==> src/mdc_pkg.sv <==
`default_nettype none
package mdc_pkg;

	// ----------------------------------------
	// register offsets
	// ----------------------------------------
	localparam logic [7:0] OFF_CTRL = 8'h00;
	localparam logic [7:0] OFF_IRQ_STAT = 8'h04;
	localparam logic [7:0] OFF_IRQ_MASK = 8'h08;
	localparam logic [7:0] OFF_CHAN_STAT = 8'h0c;
	localparam logic [7:0] OFF_COUNT0 = 8'h10;
	localparam logic [7:0] OFF_COUNT1 = 8'h14;
	localparam logic [7:0] OFF_SRC0 = 8'h18;
	localparam logic [7:0] OFF_SRC1 = 8'h1c;
	localparam logic [7:0] OFF_CUR0 = 8'h24;
	localparam logic [7:0] OFF_CUR1 = 8'h28;

	// ----------------------------------------
	// field positions
	// ----------------------------------------
	localparam int CTRL_ENABLE_BIT = 0;
	localparam int CTRL_START_BIT = 1;
	localparam int CTRL_PW_LSB = 2;
	localparam int IRQ_DONE_BIT = 0;
	localparam int IRQ_NFB_BIT = 1;
	localparam int IRQ_STALL_BIT = 2;
	localparam int IRQ_W = 3;
	localparam int STAT_BUF_LSB = 4;
	localparam int STAT_ARMED_LSB = 7;
	localparam int STAT_ACT_BIT = 9;

	// ----------------------------------------
	// reset values
	// ----------------------------------------
	localparam logic [31:0] RST_WORD = 32'h0000_0000;
	localparam logic [1:0] RST_PW = 2'h0;
	localparam logic [2:0] RST_MASK = 3'h0;

	// ----------------------------------------
	// states
	// ----------------------------------------
	typedef enum logic [3:0] {
		MDC_IDLE = 4'h1,
		MDC_STALL = 4'h2,
		MDC_MEM_RD = 4'h4,
		MDC_MEM_WR = 4'h8
	} mdc_chan_state_t;

	typedef enum logic [2:0] {
		MDC_NO_BUF = 3'h1,
		MDC_BUF_ON = 3'h2,
		MDC_BUF_NEXT = 3'h4
	} mdc_buf_state_t;

endpackage
`default_nettype wire

==> src/mdc_sticky_flag.sv <==
`timescale 1ns/1ps
`default_nettype none
module mdc_sticky_flag (
	// clock and reset
	input wire logic i_ref_clk,
	input wire logic i_nrst,
	// event and clear
	input wire logic i_set,
	input wire logic i_clr,
	// flag
	output logic o_flag
);

	typedef struct packed {
		logic flag;
	} mdc_flag_state_t;

	mdc_flag_state_t flag_reg;
	mdc_flag_state_t flag_next;

	// set wins over clear
	always_comb begin
		flag_next = flag_reg;
		flag_next.flag = (flag_reg.flag & ~i_clr) | i_set;
	end

	always_ff @(posedge i_ref_clk or negedge i_nrst) begin
		if (!i_nrst) begin
			flag_reg <= '0;
		end else begin
			flag_reg <= flag_next;
		end
	end

	assign o_flag = flag_reg.flag;

endmodule
`default_nettype wire

==> src/mdc_channel.sv <==
// How it works
// - upper count half reads zero
// - count drops after each completed write
// - count write makes that descriptor next
// - next-free-buffer event when second buffer starts
// - second descriptor programmable during running transfer
// - zero count keeps channel stalled
// - source base seeds the fetch address
// - source bases at 0x18 and 0x1c
// - count write copies base into pointer
// - counts at 0x10 and 0x14, low bits
//
// The APB register port was chosen for this implementation.
`timescale 1ns/1ps
`default_nettype none
module mdc_channel #(
	parameter int COUNT_W = 16
) (
	// clock and reset
	input wire logic i_ref_clk,
	input wire logic i_nrst,
	// apb slave
	input wire logic i_psel,
	input wire logic i_penable,
	input wire logic i_pwrite,
	input wire logic [7:0] i_paddr,
	input wire logic [31:0] i_pwdata,
	output logic [31:0] o_prdata,
	output logic o_pready,
	output logic o_pslverr,
	// peripheral request
	input wire logic i_periph_req,
	// memory read side
	output logic o_rd_req,
	output logic [31:0] o_rd_addr,
	output logic [1:0] o_rd_size,
	input wire logic i_rd_ack,
	input wire logic [31:0] i_rd_data,
	// memory write side
	output logic o_wr_req,
	output logic [31:0] o_wr_data,
	output logic [1:0] o_wr_size,
	input wire logic i_wr_ack,
	// interrupt
	output logic o_irq
);

	// ----------------------------------------
	// parameter check
	// ----------------------------------------
	if (COUNT_W < 3 || COUNT_W > 31) begin : g_bad_count_w
		$error("COUNT_W must lie between 3 and 31");
	end

	// ----------------------------------------
	// state
	// ----------------------------------------
	typedef struct packed {
		logic [31:0] prdata;
		logic pready;
		logic pslverr;
		logic enable;
		logic start_pend;
		logic [1:0] pw;
		logic [2:0] mask;
		logic irq;
		mdc_pkg::mdc_chan_state_t chan;
		mdc_pkg::mdc_buf_state_t bufs;
		logic act;
		logic [1:0] armed;
		logic [1:0][COUNT_W-1:0] count;
		logic [1:0][31:0] src;
		logic [1:0][31:0] cur;
		logic rd_req;
		logic [31:0] rd_addr;
		logic wr_req;
		logic [31:0] wr_data;
	} mdc_state_t;

	mdc_state_t r_reg;
	mdc_state_t r_next;
	logic [mdc_pkg::IRQ_W-1:0] irq_set;
	logic [mdc_pkg::IRQ_W-1:0] irq_clr;
	logic [mdc_pkg::IRQ_W-1:0] irq_flag;
	logic setup;
	logic wr_acc;
	logic [COUNT_W-1:0] step;
	logic [COUNT_W-1:0] left_after;
	logic trigger;

	assign setup = i_psel & ~i_penable;
	assign wr_acc = i_psel & i_penable & r_reg.pready & i_pwrite;
	assign step = {{(COUNT_W-1){1'b0}}, 1'b1} << r_reg.pw;
	assign left_after = (r_reg.count[r_reg.act] > step) ? r_reg.count[r_reg.act] - step :
		'0;
	assign trigger = r_reg.start_pend | i_periph_req;

	// ----------------------------------------
	// sticky interrupt flags
	// ----------------------------------------
	for (genvar g = 0; g < mdc_pkg::IRQ_W; g++) begin : g_flag
		mdc_sticky_flag u_flag (
			.i_ref_clk(i_ref_clk),
			.i_nrst(i_nrst),
			.i_set(irq_set[g]),
			.i_clr(irq_clr[g]),
			.o_flag(irq_flag[g])
		);
	end

	// ----------------------------------------
	// next state
	// ----------------------------------------
	always_comb begin
		r_next = r_reg;
		irq_set = '0;
		irq_clr = '0;
		r_next.pready = 1'b0;
		r_next.pslverr = 1'b0;

		// apb read decode in the setup cycle
		if (setup) begin
			r_next.pready = 1'b1;
			r_next.prdata = mdc_pkg::RST_WORD;
			case (i_paddr)
				mdc_pkg::OFF_CTRL: begin
					r_next.prdata[mdc_pkg::CTRL_ENABLE_BIT] = r_reg.enable;
					r_next.prdata[mdc_pkg::CTRL_START_BIT] = r_reg.start_pend;
					r_next.prdata[mdc_pkg::CTRL_PW_LSB+:2] = r_reg.pw;
				end
				mdc_pkg::OFF_IRQ_STAT: begin
					r_next.prdata[mdc_pkg::IRQ_W-1:0] = irq_flag;
				end
				mdc_pkg::OFF_IRQ_MASK: begin
					r_next.prdata[mdc_pkg::IRQ_W-1:0] = r_reg.mask;
				end
				mdc_pkg::OFF_CHAN_STAT: begin
					r_next.prdata[3:0] = r_reg.chan;
					r_next.prdata[mdc_pkg::STAT_BUF_LSB+:3] = r_reg.bufs;
					r_next.prdata[mdc_pkg::STAT_ARMED_LSB+:2] = r_reg.armed;
					r_next.prdata[mdc_pkg::STAT_ACT_BIT] = r_reg.act;
				end
				mdc_pkg::OFF_COUNT0: begin
					r_next.prdata[COUNT_W-1:0] = r_reg.count[0];
				end
				mdc_pkg::OFF_COUNT1: begin
					r_next.prdata[COUNT_W-1:0] = r_reg.count[1];
				end
				mdc_pkg::OFF_SRC0: begin
					r_next.prdata = r_reg.src[0];
				end
				mdc_pkg::OFF_SRC1: begin
					r_next.prdata = r_reg.src[1];
				end
				mdc_pkg::OFF_CUR0: begin
					r_next.prdata = r_reg.cur[0];
				end
				mdc_pkg::OFF_CUR1: begin
					r_next.prdata = r_reg.cur[1];
				end
				default: begin
					r_next.pslverr = 1'b1;
				end
			endcase
		end

		// channel engine
		case (r_reg.chan)
			mdc_pkg::MDC_IDLE: begin
				if (r_reg.enable) begin
					r_next.chan = mdc_pkg::MDC_STALL;
					r_next.act = ~r_reg.armed[0] & r_reg.armed[1];
				end
			end
			mdc_pkg::MDC_STALL: begin
				if (!r_reg.enable) begin
					r_next.chan = mdc_pkg::MDC_IDLE;
				end else if (!r_reg.armed[r_reg.act] && r_reg.armed[~r_reg.act]) begin
					r_next.act = ~r_reg.act;
				end else if (trigger && r_reg.armed[r_reg.act] &&
					r_reg.count[r_reg.act] != '0) begin
					r_next.chan = mdc_pkg::MDC_MEM_RD;
					r_next.start_pend = 1'b0;
					r_next.rd_req = 1'b1;
					r_next.rd_addr = r_reg.cur[r_reg.act];
				end
			end
			mdc_pkg::MDC_MEM_RD: begin
				if (i_rd_ack) begin
					r_next.rd_req = 1'b0;
					r_next.wr_data = i_rd_data;
					r_next.wr_req = 1'b1;
					r_next.chan = mdc_pkg::MDC_MEM_WR;
				end
			end
			mdc_pkg::MDC_MEM_WR: begin
				if (i_wr_ack) begin
					r_next.wr_req = 1'b0;
					r_next.count[r_reg.act] = left_after;
					r_next.cur[r_reg.act] = r_reg.cur[r_reg.act] +
						{{(32-COUNT_W){1'b0}}, step};
					if (left_after == '0) begin
						r_next.armed[r_reg.act] = 1'b0;
						irq_set[mdc_pkg::IRQ_DONE_BIT] = 1'b1;
						if (r_reg.armed[~r_reg.act] && r_reg.count[~r_reg.act] != '0) begin
							r_next.act = ~r_reg.act;
							irq_set[mdc_pkg::IRQ_NFB_BIT] = 1'b1;
							r_next.chan = mdc_pkg::MDC_MEM_RD;
							r_next.rd_req = 1'b1;
							r_next.rd_addr = r_reg.cur[~r_reg.act];
						end else begin
							r_next.chan = mdc_pkg::MDC_STALL;
							irq_set[mdc_pkg::IRQ_STALL_BIT] = 1'b1;
						end
					end else begin
						r_next.chan = mdc_pkg::MDC_MEM_RD;
						r_next.rd_req = 1'b1;
						r_next.rd_addr = r_reg.cur[r_reg.act] + {{(32-COUNT_W){1'b0}}, step};
					end
				end
			end
			default: begin
				r_next.chan = mdc_pkg::MDC_IDLE;
				r_next.rd_req = 1'b0;
				r_next.wr_req = 1'b0;
			end
		endcase

		// apb writes in the access cycle; the other descriptor is free to change
		if (wr_acc) begin
			case (i_paddr)
				mdc_pkg::OFF_CTRL: begin
					r_next.enable = i_pwdata[mdc_pkg::CTRL_ENABLE_BIT];
					r_next.pw = i_pwdata[mdc_pkg::CTRL_PW_LSB+:2];
					if (i_pwdata[mdc_pkg::CTRL_START_BIT]) begin
						r_next.start_pend = 1'b1;
					end
				end
				mdc_pkg::OFF_IRQ_STAT: begin
					irq_clr = i_pwdata[mdc_pkg::IRQ_W-1:0];
				end
				mdc_pkg::OFF_IRQ_MASK: begin
					r_next.mask = i_pwdata[mdc_pkg::IRQ_W-1:0];
				end
				mdc_pkg::OFF_COUNT0: begin
					r_next.count[0] = i_pwdata[COUNT_W-1:0];
					r_next.armed[0] = 1'b1;
					r_next.cur[0] = r_reg.src[0];
				end
				mdc_pkg::OFF_COUNT1: begin
					r_next.count[1] = i_pwdata[COUNT_W-1:0];
					r_next.armed[1] = 1'b1;
					r_next.cur[1] = r_reg.src[1];
				end
				mdc_pkg::OFF_SRC0: begin
					r_next.src[0] = i_pwdata;
				end
				mdc_pkg::OFF_SRC1: begin
					r_next.src[1] = i_pwdata;
				end
				default: begin
				end
			endcase
		end

		// buffer state follows the armed descriptors
		case (r_next.armed)
			2'h0: r_next.bufs = mdc_pkg::MDC_NO_BUF;
			2'h3: r_next.bufs = mdc_pkg::MDC_BUF_NEXT;
			default: r_next.bufs = mdc_pkg::MDC_BUF_ON;
		endcase

		// level interrupt from the flags as they will stand
		r_next.irq = |(((irq_flag & ~irq_clr) | irq_set) & r_next.mask);
	end

	// ----------------------------------------
	// registers
	// ----------------------------------------
	always_ff @(posedge i_ref_clk or negedge i_nrst) begin
		if (!i_nrst) begin
			r_reg <= '0;
			r_reg.pw <= mdc_pkg::RST_PW;
			r_reg.mask <= mdc_pkg::RST_MASK;
			r_reg.chan <= mdc_pkg::MDC_IDLE;
			r_reg.bufs <= mdc_pkg::MDC_NO_BUF;
		end else begin
			r_reg <= r_next;
		end
	end

	assign o_prdata = r_reg.prdata;
	assign o_pready = r_reg.pready;
	assign o_pslverr = r_reg.pslverr;
	assign o_rd_req = r_reg.rd_req;
	assign o_rd_addr = r_reg.rd_addr;
	assign o_rd_size = r_reg.pw;
	assign o_wr_req = r_reg.wr_req;
	assign o_wr_data = r_reg.wr_data;
	assign o_wr_size = r_reg.pw;
	assign o_irq = r_reg.irq;
endmodule
`default_nettype wire

==> config.mk <==
export PLATFORM = sky130hd
export DESIGN_NAME = mdc_channel
export DESIGN_NICKNAME = d
export VERILOG_FILES = /design/src/mdc_pkg.sv /design/src/mdc_sticky_flag.sv /design/src/mdc_channel.sv
export SDC_FILE = /design/constraint.sdc
export NUM_CORES = 1
export LEC_CHECK = 0
export ABC_AREA = 1
export ABC_CLOCK_PERIOD_IN_PS = 3200
export BUFFER_PORTS_ARGS = -buffer_cell sky130_fd_sc_hd__buf_2
export CORE_MARGIN = 5
export CORE_UTILIZATION = 54
export CTS_BUF_LIST = sky130_fd_sc_hd__clkbuf_16
export CTS_CLUSTER_SIZE = 40
export DETAILED_ROUTE_END_ITERATION = 10
export PLACE_DENSITY = 0.75
export SYNTH_ARGS = -nofsm -noshare
export SYNTH_HDL_FRONTEND = slang
export SYNTH_SLANG_ARGS = --single-unit
==> constraint.sdc <==
create_clock -name i_ref_clk -period 3.2 [get_ports i_ref_clk]
set_input_delay 0.48 -clock i_ref_clk [delete_from_list [all_inputs] [get_ports i_ref_clk]]
set_output_delay 0.48 -clock i_ref_clk [all_outputs]
set_load 0.005 [all_outputs]
# == Word level (Yosys, flattened, before mapping) ==
# Index checks and enable logic that the tools add are counted.
# word_totals
reg_bits,281
input_bits,80
output_inout_bits,105
wordCells,191
# classes
n_addsub,2
n_lt_le_gt_ge,4
n_eq_ne,26
shifts,1
muxes,82
bitwise_logic,26
n_reduce_logical,25
# op_table
operator,count
two-way mux 32 bit,9
two-way mux 33 bit,6
two-way mux 162 bit,1
two-way mux 16 bit,8
two-way mux 98 bit,1
bitwise mux 64 bit,1
two-way mux 64 bit,1
case mux 16 bit (4 select lines),1
case mux 32 bit (2 select lines),1
case mux 6 bit (7 select lines),1
case mux 6 bit (6 select lines),1
two-way mux 35 bit,1
two-way mux 34 bit,1
adder 32 x 16 -> 32 bit,1
bitwise mux 32 bit,1
demux 32 bit (select 1 bit),1
equality test 8 x 5 -> 1 bit (second input constant),4
nonzero test 16 bit,2
two-way mux 3 bit,10
case mux 3 bit (10 select lines),1
two-way mux 4 bit,6
two-way mux 1 bit,20
!= test 2 bit (second input constant),9
demux 16 bit (select 1 bit),1
other kinds (45),77

# == Logic depth before layout (Yosys ltp) ==
# depth
word_depth,13
mapped_depth,26

# == Cells and area by module ==
# Synthesis repeated with hierarchy kept, for this count alone.
# unflattened
cells_unflattened,2410
area_unflattened_um2,17013.8
# modules_own_cells
mod,instances,cells_each,area_each_um2,seq_area_each_um2
mdc_channel,1,2395,16893.7,6959.2
mdc_sticky_flag,3,5,40.0,25.0

# == Worst setup path before layout ==
# Ideal clock, no wire load.
# synth_timing
path_type,reg2reg
from,register r_reg[228] (netlist name)
to,register r_reg[230] (netlist name)
setup_time_ps,126
arrival_time_ps,3241
required_time_ps,3074
slack_ps,-167
stages_incl_launch_ff,24
n_path_buf,5
period_less_slack_ps,3367
cell_sequence,dfrtp_1 buf_6 buf_6 buf_6 o21ai_0 ha_1 inv_1 fa_1 nand4_1 nand2_1 nand2_1 nand2_4 buf_6 nand2_2 nand2_1 nor2_1 nand2_1 nor2_4 nand2_4 buf_2 o21ai_1 nand2_1 inv_1 ha_1
# synth_lines
element,line_no,text
from (decl),mdc_channel.sv:80,mdc_state_t r_reg;
from (signal assigned),mdc_channel.sv:288,r_reg <= r_next;

# == Final worst setup path ==
# layout_timing
from,register r_reg[228] (netlist name)
to,"register r_reg, in the netlist o_rd_addr[1]"
# layout_between
elab_chain_len,8
elab_cells_between_ends,35
classes_between,2 x add/sub; 1 x order compare; 3 x eq/ne; 20 x mux; 9 x reduce/logical
# layout_rtl
element,line_no,text
two-way mux 16 bit (not written as such) (2 in a row),"mdc_channel.sv:94, mdc_channel.sv:181",
subtractor 16 bit or greater-than comparator 16 bit (tied branches),mdc_channel.sv:94,assign left_after = (r_reg.count[r_reg.act] > step) ? r_reg.count[r_reg.act] - step :
two-way mux 16 bit,mdc_channel.sv:94,
logical NOT 16 bit,mdc_channel.sv:202,if (left_after == '0) begin
two-way mux 33 bit,mdc_channel.sv:202,
two-way mux 98 bit,mdc_channel.sv:197,if (i_wr_ack) begin
case mux 32 bit (2 select lines),mdc_channel.sv:168,case (r_reg.chan)
# Several ways; a longest one is shown, not always the timed one. The select of a mux whose other input is x is not followed.
# A chain may end at the register's enable or synchronous reset.

==> out/metrics.cfg <==
[timing]
slew_headroom = 0.3294
worstMarginPinSlew_ps = 1004
timing.hold.ws_ps = 102.2
fin_crit_sh = 1.038
fin_crit_ps = 3320
fin_skew_ps = 9.228
hold_viol_final = 0
fin_setup_tns_ps = -2845
report.final.slew_viol_count = 0
setup_viol = 33
max_freq_mhz = 301.2
grt_setup_unrepaired = true
layout_setup_ws_ps = -120.1

[drt]
route.vias.total = 17550
ant_nets = 0
via_per_inst = 5.866
dr.pass1.iters = 9
drc = 0
wirelength_microns = 60610
wl_per_cell_microns = 20.26
drt-initial-drc-count = 2033

[yosys]
synth-edff-count = 0
syn-instance-count = 2380
synthArstFlopShare = 1.000
ys_warn_count = 0
synthFlopType = dfrtp_1
ys_seq_elements = 281
syn_area_sq_um = 16990
synth_nets = 2469
ys_types = 51
syn_area_per_cell_sq_um = 7.139
yosysSeqAreaShare = 0.4140

[clocking]
cts_made_buffers = 31
cts.sinks = 281
cts_root_buf = clkbuf_16
path_clk_slew_ps = 60
tritoncts = yes
clk_path_buf_depth = 3
h-tree-depth = 1
worstSkewPairLatency_ps = 570

[pwr]
vdd_ir_drop_max_mv = 0.4270
p_total_mw = 10.35
static-leakage-power_nw = 10.51
p_per_area_nw_per_um2 = 507.6

[grt]
grt_antenna_before_repair = 1
grt_pass1_wl_microns = 91680
grt_max_degree = 89
gr-total-overflow = 0
track_usage = 0.3221
grt_pass1_vias = 16668

[setup_path]
slowest_delay_ps = 540
crit_path_top_delay_cell = dfrtp_4
crit_path_max_fanout = 8
crit_family = simple AND/OR/NAND/NOR gates
crit_buf_inv = 5
critPathKind = reg2reg
endpoint_kind = flip-flop
worstPathRequired_ps = 3660
path_cells = o21ai_4 > ha_4 > inv_4 > fa_2 > nand4_1 > nand2_1 > nand2_2 > nand2_4 > buf_4 > nand2_4 > nand2_1 > nor2_1 > nand3_1 > nor2_4 > buf_6 > nand3_4 > nand2_4 > a21oi_4 > buf_12 > clkbuf_16 > nand2_2 > nand2_2
worstPathArrival_ps = 3780
worstSetupStartpointType = flip-flop

[layout]
area_growth_pct = 19.99
layout-drive-gt1-share = 0.2209
largest_register_ffs = 175
fin_nets = 2655

[run_status]
violations = setup timing
status = finished with violations

[floorplan]
die_area_sq_um = 35110
std_cell_rows = 65
io_pins = 185
dieHeight_microns = 187.4
fp.dieW_microns = 187.4
initial_utilization = 0.5427
core_area_sq_um = 31310

[worst_hold_path]
worstHoldPathType = in2reg

[placed_design]
dpl.hpwl_microns = 41250
gp_congestion = 1.019
portBuffers = 184

[job]
maxCapViolCount = 0

==> per-layer routing <==
layer | share of wire | GRT usage | vias up
met5 | 0 | 0 | -
met3 | 0.11 | 0.06327 | 188
met2 | 0.45 | 0.5085 | 1090
li1 | - | - | 8032
met1 | 0.41 | 0.4487 | 8240
met4 | 0.040 | 0.1087 | 0
==> per-stage QoR <==
step	area (sq um)	utilization	setup WS [ps]	cells
floorplan	17000	-	-49.49	2380
global placement	18430	0.5885	36.61	2902
detailed placement	18430	0.5885	-46.56	2902
CTS	19470	0.6220	9.322	2963
global route	20380	0.6510	-272.3	2991
finish	20390	0.6511	-120.1	2992
==> Yosys cell counts, drive strengths merged (34+ instances only) <==
cell	instances	area (sq um)
nand3	117	595.6
o22ai	34	212.7
a21oi	69	352.8
clkbuf	80	300.3
dfrtp	279	6982
o21ai	226	1142
nand2	773	2944
a31oi	55	344.1
buf	134	983.5
nor2	175	710.7
inv	250	940.9
==> path summary, 6_finish.rpt <==
| path | startpoint | to | slack, ps | cells past startpoint |
|---|---|---|---|---|
| setup / recovery | r_reg[228] | o_rd_addr[1] | -120 | 22 |
| hold / removal | i_rd_data[4] | o_wr_data[4] | 100 | 3 |
| setup reg to reg | r_reg[228] | o_rd_addr[1] | -120 | 22 |
| hold reg to reg | o_wr_data[0] | o_wr_data[0] | 460 | 2 |
| max in group asynchronous | i_nrst | r_reg[232] | 1810 | 3 |
| min in group asynchronous | i_nrst | o_prdata[21] | 500 | 2 |
==> kinds of logic (layout without fill, tap and decap cells) <==
family,count (synthesis),after routing,synth area share
fa+ha+maj,9,9,0.007070
flops,281,281,0.4140
other cells,0,1,0
xor+xnor,29,29,0.01495
buf+inv,471,679,0.1325
simple gates,1120,1121,0.2696
compound gates,470,470,0.1619
==> worst min-delay path: stages <==
cell     delay (ps)
buf_2            70
nand2_1          40
nand2_1          50
==> placed cells by master, fill, tap and decap left out, types with 11 or more instances in the layout <==
cell,count
nand3_2,29
nor2_2,15
buf_6,13
buf_12,13
a21oi_1,67
nor2_1,154
inv_1,238
a221oi_1,27
inv_2,12
nor3_1,18
nand2_2,45
buf_2,183
a211oi_1,22
clkbuf_16,39
xor2_1,27
o21ai_0,204
dfrtp_1,278
o21ai_1,15
nand2_4,19
nand4_1,23
clkinv_1,11
nand3_1,85
buf_4,146
o22ai_1,34
a31oi_1,55
nand2_1,707
==> final cells by class <==
class                           instances  area [sq um]
Sequential cell                       281          7038
Antenna cell                            1         2.502
Inverter                              257         974.7
Timing Repair Buffer                  366          2659
Clock buffer                           31         775.7
Fill cell                            2718         10920
Clock inverter                         25         195.2
Multi-Input combinational cell       1629          8239
Tap cell                              402         503.0
==> repair_timing <==
item                                    in CTS  in global routing
resized for setup                           11                139
cloned                                       0                 12
setup buffers                                4                 16
pin swaps                                    5                 42
endpoints found under the hold margin       83                  0
endpoints found under the setup margin      21                 45
hold buffers                                 1                  0
==> report_power, final <==
part           switching [mW]  internal [mW]  total (mW)
Combinational            2.00           1.12        3.12
Sequential             0.0905           3.67        3.76
Clock                    1.55           1.93        3.47
Total                    3.64           6.71        10.3
(Power assumes the default switching activity.)
